===== config.mk =====
export PLATFORM = sky130hd
export DESIGN_NAME = fault_log_and_protmem_regs
export DESIGN_NICKNAME = d
export VERILOG_FILES = /design/src/regs_pkg.sv /design/src/fault_log_and_protmem_regs.sv /design/src/region_hit.sv
export SDC_FILE = /design/constraint.sdc
export NUM_CORES = 1
export LEC_CHECK = 0
export BUFFER_PORTS_ARGS = -buffer_cell sky130_fd_sc_hd__buf_2
export CORE_ASPECT_RATIO = 0.7
export CORE_MARGIN = 10
export CORE_UTILIZATION = 45
export DETAILED_ROUTE_END_ITERATION = 6
export MAX_ROUTING_LAYER = met4
export PLACE_DENSITY = 0.76
export SYNTH_ARGS = -nofsm -noshare
export SYNTH_HDL_FRONTEND = slang
export SYNTH_HIERARCHICAL = 1
export SYNTH_SLANG_ARGS = --single-unit

===== constraint.sdc =====
create_clock -name ref_clk_in -period 3.1 [get_ports ref_clk_in]
set_input_delay 0.155 -clock ref_clk_in [delete_from_list [all_inputs] [get_ports ref_clk_in]]
set_output_delay 0.155 -clock ref_clk_in [all_outputs]
set_load 0.02 [all_outputs]

===== src/regs_pkg.sv =====
// shared constants and carrier types for the fault log and region guard registers
package regs_pkg;

  // host address width: log base bits at and above it are not implemented
  localparam int HOST_ADDR_WIDTH = 48;

  // register byte offsets on the wishbone slave
  localparam logic [7:0] OFS_GLOBAL_CMD = 8'h18;
  localparam logic [7:0] OFS_LOG_LO = 8'h58;
  localparam logic [7:0] OFS_LOG_HI = 8'h5C;
  localparam logic [7:0] OFS_GUARD = 8'h64;
  localparam logic [7:0] OFS_ACT_LO = 8'h80;
  localparam logic [7:0] OFS_ACT_HI = 8'h84;
  localparam logic [7:0] WORD_ALIGN_MASK = 8'hFC;

  // field positions
  localparam int SET_LOG_PTR_BIT = 0;
  localparam int GUARD_EN_BIT = 31;
  localparam int GUARD_STAT_BIT = 0;
  localparam int LOG_SIZE_LSB = 9;
  localparam int LOG_SIZE_MSB = 11;
  localparam int LOG_BASE_LSB = 12;
  localparam int BYTE_LANES = 4;

  // implemented bits of the two log words; everything else reads zero
  localparam logic [31:0] LOG_LO_MASK = 32'hFFFF_FE00;
  localparam logic [31:0] LOG_HI_MASK = {{(64 - HOST_ADDR_WIDTH){1'b0}},
                                         {(HOST_ADDR_WIDTH - 32){1'b1}}};

  // values after reset
  localparam logic [31:0] WORD_RESET = 32'h0000_0000;
  localparam logic GUARD_EN_RESET = 1'b0;

  // guard sequencing states
  typedef enum logic [2:0] {
    GUARD_OFF = 3'b001,
    GUARD_DRAIN = 3'b010,
    GUARD_ON = 3'b100
  } guard_state_type;

  // wishbone classic request and answer
  typedef struct packed {
    logic cyc;
    logic stb;
    logic we;
    logic [7:0] adr;
    logic [3:0] sel;
    logic [31:0] dat;
  } wb_req_type;

  typedef struct packed {
    logic ack;
    logic [31:0] dat;
  } wb_rsp_type;

  // capability bits seen by this block
  typedef struct packed {
    logic adv_logging_supported;
    logic low_region_supported;
    logic high_region_supported;
    logic drain_supported;
  } cap_type;

  // dma request under inspection
  typedef struct packed {
    logic valid;
    logic translated;
    logic [63:0] addr;
  } dma_req_type;

  // one protected region, inclusive bounds
  typedef struct packed {
    logic [63:0] base;
    logic [63:0] limit;
  } region_type;

endpackage


===== src/fault_log_and_protmem_regs.sv =====
// fault log base and protected memory enable registers with dma guard
// Function
// - without advanced logging support the log base register reads zero, ignores writes
// - log base bits 63:12 hold a 4KB aligned region base
// - log base bits from host address width to 63 are unimplemented and ignored
// - set log pointer command makes programmed base and size the active region
// - log base field reads back the last value written
// - size field 11:9 encodes 2^X times 4KB and reads back
// - protected memory enable register at 064h gates low and high regions
// - without low and high region support the enable register is read only
// - bit 31 is read write enable, zero after reset
// - bit 0 is read only status of actual enabling
// - with guard on and remapping off, dma into a supported region is blocked
// - with draining, in-flight translated dma drains before status shows enabled
//
// Our own choice: the Wishbone slave port.
`timescale 1ns/1ns
module fault_log_and_protmem_regs (
  // clock and reset
  input wire logic ref_clk_in,
  input wire logic resetn_in,
  // wishbone classic slave
  input wire regs_pkg::wb_req_type wb_req_in,
  output regs_pkg::wb_rsp_type wb_rsp_out,
  // capability and platform state
  input wire regs_pkg::cap_type cap_in,
  input wire logic remap_enable_in,
  input wire logic dma_inflight_in,
  // protected regions from the base and limit registers
  input wire regs_pkg::region_type low_region_in,
  input wire regs_pkg::region_type high_region_in,
  // dma request under inspection
  input wire regs_pkg::dma_req_type dma_req_in,
  // results
  output logic [63:0] active_log_base_out,
  output logic [2:0] active_log_size_out,
  output logic region_guard_status_out,
  output logic dma_block_out
);

  // whole module state
  typedef struct packed {
    logic ack;
    logic [31:0] rdat;
    logic [31:0] log_lo;
    logic [31:0] log_hi;
    logic [31:0] act_lo;
    logic [31:0] act_hi;
    logic region_guard_enable;
    logic region_guard_status;
    regs_pkg::guard_state_type gst;
    logic block;
  } state_type;

  state_type s_r;
  state_type s_nxt;
  logic hit_low;
  logic hit_high;
  logic access;
  logic wr;
  logic [7:0] word_adr;
  logic guard_writable;

  // byte lane merge, restricted to implemented bits
  function automatic logic [31:0] merge_word(input logic [31:0] old_val,
                                             input logic [31:0] new_val,
                                             input logic [3:0] sel,
                                             input logic [31:0] mask);
    logic [31:0] res;
    res = old_val;
    for (int i = 0; i < regs_pkg::BYTE_LANES; i++) begin
      if (sel[i]) begin
        res[i*8 +: 8] = new_val[i*8 +: 8];
      end
    end
    return res & mask;
  endfunction

  // region compares, each gated by its own support bit
  region_hit u_low_hit (
    .region_in(low_region_in),
    .addr_in(dma_req_in.addr),
    .enable_in(cap_in.low_region_supported),
    .hit_out(hit_low)
  );

  region_hit u_high_hit (
    .region_in(high_region_in),
    .addr_in(dma_req_in.addr),
    .enable_in(cap_in.high_region_supported),
    .hit_out(hit_high)
  );

  // bus decode: one ack per request, dropped the cycle after
  always_comb begin
    access = wb_req_in.cyc && wb_req_in.stb && !s_r.ack;
    wr = access && wb_req_in.we;
    word_adr = wb_req_in.adr & regs_pkg::WORD_ALIGN_MASK;
    guard_writable = cap_in.low_region_supported || cap_in.high_region_supported;
  end

  // next state
  always_comb begin
    s_nxt = s_r;
    s_nxt.ack = access;
    // read data from values before this write; unmapped reads return zero
    s_nxt.rdat = regs_pkg::WORD_RESET;
    if (access && !wb_req_in.we) begin
      case (word_adr)
        regs_pkg::OFS_LOG_LO: begin
          s_nxt.rdat = cap_in.adv_logging_supported ? s_r.log_lo : regs_pkg::WORD_RESET;
        end
        regs_pkg::OFS_LOG_HI: begin
          s_nxt.rdat = cap_in.adv_logging_supported ? s_r.log_hi : regs_pkg::WORD_RESET;
        end
        regs_pkg::OFS_GUARD: begin
          s_nxt.rdat[regs_pkg::GUARD_EN_BIT] = s_r.region_guard_enable;
          s_nxt.rdat[regs_pkg::GUARD_STAT_BIT] = s_r.region_guard_status;
        end
        regs_pkg::OFS_ACT_LO: begin
          s_nxt.rdat = s_r.act_lo;
        end
        regs_pkg::OFS_ACT_HI: begin
          s_nxt.rdat = s_r.act_hi;
        end
        default: begin
          s_nxt.rdat = regs_pkg::WORD_RESET;
        end
      endcase
    end
    // log base and size staging; mask drops bits 8:0 and bits above host width
    if (wr && cap_in.adv_logging_supported) begin
      if (word_adr == regs_pkg::OFS_LOG_LO) begin
        s_nxt.log_lo = merge_word(s_r.log_lo, wb_req_in.dat, wb_req_in.sel,
                                  regs_pkg::LOG_LO_MASK);
      end
      if (word_adr == regs_pkg::OFS_LOG_HI) begin
        s_nxt.log_hi = merge_word(s_r.log_hi, wb_req_in.dat, wb_req_in.sel,
                                  regs_pkg::LOG_HI_MASK);
      end
      // command bit is a one-shot: it latches the staged image, never stored
      if (word_adr == regs_pkg::OFS_GLOBAL_CMD && wb_req_in.sel[0]
          && wb_req_in.dat[regs_pkg::SET_LOG_PTR_BIT]) begin
        s_nxt.act_lo = s_r.log_lo;
        s_nxt.act_hi = s_r.log_hi;
      end
    end
    // guard enable; read only when no region is supported
    if (wr && guard_writable && word_adr == regs_pkg::OFS_GUARD && wb_req_in.sel[3]) begin
      s_nxt.region_guard_enable = wb_req_in.dat[regs_pkg::GUARD_EN_BIT];
    end
    // status follows enable, but with draining supported only after in-flight translated dma drains
    case (s_r.gst)
      regs_pkg::GUARD_OFF: begin
        s_nxt.region_guard_status = 1'b0;
        if (s_r.region_guard_enable) begin
          s_nxt.gst = regs_pkg::GUARD_DRAIN;
        end
      end
      regs_pkg::GUARD_DRAIN: begin
        if (!s_r.region_guard_enable) begin
          s_nxt.gst = regs_pkg::GUARD_OFF;
        end else if (!(cap_in.drain_supported && dma_inflight_in)) begin
          s_nxt.gst = regs_pkg::GUARD_ON;
          s_nxt.region_guard_status = 1'b1;
        end
      end
      regs_pkg::GUARD_ON: begin
        if (!s_r.region_guard_enable) begin
          s_nxt.gst = regs_pkg::GUARD_OFF;
          s_nxt.region_guard_status = 1'b0;
        end
      end
      default: begin
        s_nxt.gst = regs_pkg::GUARD_OFF;
        s_nxt.region_guard_status = 1'b0;
      end
    endcase
    // blocking only once status shows enabled; translated requests blocked even with remapping on
    s_nxt.block = dma_req_in.valid && s_r.region_guard_status && (hit_low || hit_high)
                  && (!remap_enable_in || dma_req_in.translated);
  end

  // state register
  always_ff @(posedge ref_clk_in or negedge resetn_in) begin
    if (!resetn_in) begin
      s_r.ack <= 1'b0;
      s_r.rdat <= regs_pkg::WORD_RESET;
      s_r.log_lo <= regs_pkg::WORD_RESET;
      s_r.log_hi <= regs_pkg::WORD_RESET;
      s_r.act_lo <= regs_pkg::WORD_RESET;
      s_r.act_hi <= regs_pkg::WORD_RESET;
      s_r.region_guard_enable <= regs_pkg::GUARD_EN_RESET;
      s_r.region_guard_status <= 1'b0;
      s_r.gst <= regs_pkg::GUARD_OFF;
      s_r.block <= 1'b0;
    end else begin
      s_r <= s_nxt;
    end
  end

  // outputs straight from state
  assign wb_rsp_out.ack = s_r.ack;
  assign wb_rsp_out.dat = s_r.rdat;
  assign active_log_base_out = {s_r.act_hi, s_r.act_lo[31:regs_pkg::LOG_BASE_LSB],
                                {regs_pkg::LOG_BASE_LSB{1'b0}}};
  assign active_log_size_out = s_r.act_lo[regs_pkg::LOG_SIZE_MSB:regs_pkg::LOG_SIZE_LSB];
  assign region_guard_status_out = s_r.region_guard_status;
  assign dma_block_out = s_r.block;

endmodule // fault_log_and_protmem_regs


===== src/region_hit.sv =====
// address window compare for one protected memory region
`timescale 1ns/1ns
module region_hit (
  // region and address
  input wire regs_pkg::region_type region_in,
  input wire logic [63:0] addr_in,
  input wire logic enable_in,
  // result
  output logic hit_out
);

  // inclusive window; an empty window (limit below base) never hits
  always_comb begin
    hit_out = enable_in && (addr_in >= region_in.base) && (addr_in <= region_in.limit);
  end

endmodule // region_hit


Word-level counts from Yosys, hierarchy flattened:

Index checks and enable logic that the tools add are counted.
Widths: inputs -> output; s select.

* register bits after elaboration: 117
* input port bits: 377
* output and inout port bits: 102
* word-level logic and storage cells: 75

* order comparisons: 4
* equality and inequality tests: 14
* mux-type cells: 12
* reductions and logical operators: 32

Operators with widths (number)
* $ge 64x64->1: 2
* $le 64x64->1: 2
* $pmux 30 s4: 1
* $mux 32: 2
* $reduce_and 3->1: 7
* $eq 6x5->1 const B: 3
* $logic_and 1x1->1: 18
* $mux 16: 1
* $eq 6x6->1 const B: 2
* $pmux 4 s3: 1
* $mux 4: 2
* $ne 2x2->1 const B: 4
* $pmux 1 s4: 2
* $eq 6x3->1 const B: 1
* $mux 3: 2
* $eq 3x1->1 const B: 1
* $eq 3x2->1 const B: 1
* $eq 3x3->1 const B: 1
* $logic_not 1->1: 3
* $logic_or 1x1->1: 3
* $ne 3x3->1 const B: 1
* $reduce_and 2->1: 1
* $mux 1: 1

Logic depth before layout (Yosys ltp):

* depth after elaboration: 6
* mapped depth: 11
* depth with buffers taken out: 11

By module:

The synthesis kept the hierarchy.

By module, submodules not included
* fault_log_and_protmem_regs: times used 1, cells an instance 482, area an instance 5761.8 µm², sequential area each 2929.1 µm²
* region_hit (u_high_hit): times used 1, cells an instance 454, area an instance 3311.9 µm², sequential area each 0.0 µm²
* region_hit (u_low_hit): times used 1, cells an instance 461, area an instance 3218.1 µm², sequential area each 0.0 µm²

Worst setup path after synthesis:

Ideal clock, no wire load.

* kind: input to register
* start point: input port low_region_in[5] (netlist bit)
* end point: register s_r (netlist bit dma_block_out)
* setup time: 0.078 ns
* arrival time: 1.963 ns
* path slack: 1.060 ns
* stages on the path: 10
* path buffers: 0
* cells stage by stage: inv_1 -> ha_1 -> a21oi_2 -> o21a_1 -> nor3_1 -> or4b_1 -> a2111o_1 -> a22oi_2 -> o211ai_1 -> a21oi_1

RTL lines
* start: declaration: RTL line fault_log_and_protmem_regs.sv:30 `input wire regs_pkg::region_type low_region_in,`
* end signal: assignment: RTL line fault_log_and_protmem_regs.sv:198 `s_r <= s_nxt;`
* end: declaration: RTL line fault_log_and_protmem_regs.sv:55 `state_type s_r;`

==> Implementation_results.wiki <==
{| class="wikitable"
! Metric !! Value
|-
| Worst r2r src || wb_rsp_out[32]$_DFF_PN0_
|-
| Final sum of negative setup slack || 0 ns
|-
| Number of buffers created by CTS || 17
|-
| Filler Cell Count || 2441
|-
| Final wirelength || 47300 um
|-
| GP Congestion || 1.02
|-
| Net total in the final layout || 2443
|-
| Kind of start point of the critical path || primary input
|-
| Layout Utilization || 57.1%
|-
| Commonest cells after routing, fill and taps aside || 447 x sky130_fd_sc_hd__buf_2, 265 x sky130_fd_sc_hd__inv_1, 256 x sky130_fd_sc_hd__ha_1, 134 x sky130_fd_sc_hd__a21oi_1, 116 x sky130_fd_sc_hd__dfrtp_1
|-
| Number of antenna violations at the first check in global routing || 22
|-
| TritonCTS clock tree || yes
|-
| Count of flip-flops with a built-in enable after synthesis || 0
|-
| Sink count of the clock tree || 117
|-
| Count of hold-fix buffers inserted at cts || 35
|-
| Worst setup margin || 0.334 ns
|-
| Overall die area || 34400 sq um
|-
| Crit path launch || dma_req_in[59]
|-
| Most used DFF post-synth || sky130_fd_sc_hd__dfrtp_1
|-
| Arrival time at the worst endpoint || 3.06 ns
|-
| Delay of the slowest cell on the worst path || 0.63 ns
|-
| Worst reg-to-reg setup slack || 0.72 ns
|-
| Root buf cell || sky130_fd_sc_hd__clkbuf_16
|-
| Number of top-level pins || around 480
|-
| Kind of capture point of the worst setup path || register
|-
| Number of violations reported at the end of detailed-routing iteration 0 || approximately 1100
|-
| Die Span Y || 158 um
|-
| Clk Latency, worst-skew pair || 0.41 ns
|-
| DRC || 3
|-
| Yosys cell types || 74
|-
| Number of register bits inferred by synthesis || 117
|-
| Ratio of routed vias to standard cells || 5.38
|-
| Unrepaired setup endpoints after global routing || no
|-
| Fraction of final layout cells with drive strength greater than 1 || around a third
|-
| Cell area after synthesis || roughly 12000 sq um
|-
| Worst setup timing slack at the placement stage || around 0.44 ns
|-
| Kind of critical path || primary input to register
|-
| Sequential share of the synthesized area || a little under a quarter
|-
| First-pass iteration count of the detailed router || 7
|-
| Period Utilization, post-route || just under 90%
|-
| # rows || 50
|-
| Worst Hold Depth || 2
|-
| Async set-or-reset flop fraction in the synthesized netlist || 100%
|-
| Pin slew with the least headroom to its limit || 1.27 ns
|-
| IO Port Bufs || 448
|-
| Worst slew margin relative to its limit || roughly 15%
|-
| Final hold vios || 0
|-
| Worst reg2reg path depth || 3
|-
| Average size of a mapped cell || 8.80 sq um
|-
| Remaining number of nets flagged by the antenna check after routing || 0
|-
| Class of the tightest hold or removal check || primary input to register
|-
| Cells resized by post-CTS repair || 0
|-
| Synth warn || 6
|-
| HPWL after DPL || 40200 um
|-
| Final design instance area without fill || about 15000 sq um
|-
| Power per Cell Area || 314 nW/um^2
|-
| Worst slack on hold paths || 0.0201 ns
|-
| Critical path fanouts, max || 4
|-
| Count of final max-slew check failures || 0
|-
| Number of instances in the synthesized netlist || 1397
|-
| Buffers from clock root to sink, at most || 2
|-
| Number of global-route vias before repair || 12149
|-
| Starting utilization of the core area || between 40 and 50%
|-
| CP Cell Sequence || buf_2, ha_1, nand4_1, nor4_1, nand3_1, nor4_1, a2111o_1, a22oi_2, o211ai_1, a21oi_1, dlygate4sd3_1
|-
| Violations in the final reports || DRC
|-
| Number of endpoints failing setup at the final stage || 0
|-
| Pleak || around 9.0 nW
|-
| Horiz. Die Dim || about 220 um
|-
| Worst Min Path Start || wb_req_in[2]
|-
| Routed vias || 11895
|-
| CTS H-Tree Depth || 4
|-
| Worst IR drop on VDD || 322 uV
|-
| Total gr overflow || 0
|-
| Run status || finished with violations
|-
| Routed wirelength normalized by instance count || around 21 um
|-
| Wire length of the first global-routing pass || 69700 um
|-
| Post-layout min period || 2.77 ns
|-
| Clock slew seen by the registers of the worst setup and hold paths || 0.06 ns
|-
| Slowest stage cell on the critical path || sky130_fd_sc_hd__nor4_1
|-
| Aggregate global-route resource usage || a little over a quarter
|-
| Required time of the critical path || 3.39 ns
|-
| Placed cell areas || 14300 sq um
|-
| Area growth from synthesis to final layout || 24.7%
|-
| Worst clock skew on the final layout || approximately 0.0090 ns
|-
| Number of buffers inserted by post-CTS setup repair || 0
|-
| Max_cap viols || 0
|-
| Placeable core region || 26800 sq um
|-
| Max Clk Rate || 362 MHz
|-
| Maximum number of pins on one net before global-route repair || 65
|-
| Leading cell type in the layout, fill and taps excluded || sky130_fd_sc_hd__buf_2
|-
| Most frequent CP cell || sky130_fd_sc_hd__nor4_1
|}
-- where the power goes --
| group | switching [W] | total [W] | internal [W] |
|---|---|---|---|
| clock network | 0.000774 | 0.00198 | 0.00120 |
| logic | 0.000728 | 0.00129 | 0.000565 |
| registers | 0.00000661 | 0.00154 | 0.00154 |
| total | 0.00151 | 0.00481 | 0.00330 |
-- sequential cells by signal (all words and copies together), names as in the netlist --
register and flops:
wb_rsp_out 33, s_r 43, active_log_base_out 36, active_log_size_out 3, dma_block_out 1, region_guard_status_out 1
-- layer usage --
metal  wire length, um  track usage (%)
met3              3460             4.63
met1             19700             32.2
met4              1370             10.7
met2             22800             44.2
met5                 0                -
-- cells in the mapped netlist (7+ instances only) --
| cell type | n | area share (%) |
|---|---|---|
| sky130_fd_sc_hd__and4_1 | 7 | 0.50 |
| sky130_fd_sc_hd__a21oi_1 | 134 | 5.5 |
| sky130_fd_sc_hd__nand4_1 | 50 | 2.5 |
| sky130_fd_sc_hd__a21o_1 | 21 | 1.3 |
| sky130_fd_sc_hd__a221oi_1 | 8 | 0.57 |
| sky130_fd_sc_hd__nand3_1 | 74 | 3.0 |
| sky130_fd_sc_hd__mux2_4 | 10 | 1.2 |
| sky130_fd_sc_hd__nor2b_1 | 12 | 0.61 |
| sky130_fd_sc_hd__nand2_1 | 69 | 2.1 |
| sky130_fd_sc_hd__o21ai_0 | 30 | 1.2 |
| sky130_fd_sc_hd__mux2i_1 | 7 | 0.57 |
| sky130_fd_sc_hd__ha_1 | 256 | 26 |
| sky130_fd_sc_hd__clkbuf_1 | 12 | 0.37 |
| sky130_fd_sc_hd__nor2_1 | 22 | 0.67 |
| sky130_fd_sc_hd__inv_1 | 265 | 8.1 |
| sky130_fd_sc_hd__mux2_2 | 76 | 7.0 |
| sky130_fd_sc_hd__dfrtp_1 | 116 | 24 |
| sky130_fd_sc_hd__or3_1 | 8 | 0.41 |
| sky130_fd_sc_hd__buf_2 | 7 | 0.28 |
| sky130_fd_sc_hd__buf_4 | 100 | 6.1 |
-- cell type report --
class	instances	area, sq um	area share, %
Inverter	265	995	6.49
Multi-Input combinational cell	917	7620	49.7
Clock inverter	15	168	1.09
Sequential cell	117	2930	19.1
Antenna cell	24	60.1	0.392
Clock buffer	17	425	2.78
Tap cell	364	455	2.97
Timing Repair Buffer	492	2680	17.5
-- worst max-delay path, delay by kind of cell --
family                   cells  cell delay [ns]
AO/OA/AOI/OAI                4             0.54
AND/OR/NAND/NOR              4             1.37
buffers and inverters        2             0.68
adder cells (fa/ha/maj)      1             0.32
-- metrics by stage --
stage	total power, W	std cells
final	0.00481	2211
after global routing	0.00508	2209
after CTS	0.00482	2187
after detailed placement	0.00280	2120
after global placement	0.00275	2120
after floorplan	0.00226	1424
-- worst paths after layout --
path | end
setup / recovery | dma_block_out$_DFF_PN0_
hold / removal | s_r[72]$_DFFE_PN0P_
setup reg to reg | wb_rsp_out[29]$_DFF_PN0_
hold reg to reg | wb_rsp_out[32]$_DFF_PN0_
max in group asynchronous | active_log_base_out[47]$_DFFE_PN0P_
min in group asynchronous | wb_rsp_out[22]$_DFF_PN0_
-- cells by family (layout without fill, tap and decap cells) --
logic type | count (synthesis) | in the layout | share of synthesized area (%)
adder cells (fa/ha/maj) | 256 | 256 | 26.1
AND/OR/NAND/NOR | 292 | 292 | 13.7
flip-flops | 117 | 117 | 23.8
other | 1 | 52 | 0.0305
AO/OA/AOI/OAI | 248 | 248 | 12.5
buffers and inverters | 390 | 789 | 15.2
multiplexers | 93 | 93 | 8.75
No activity file was read; power rests on OpenSTA's default activity.
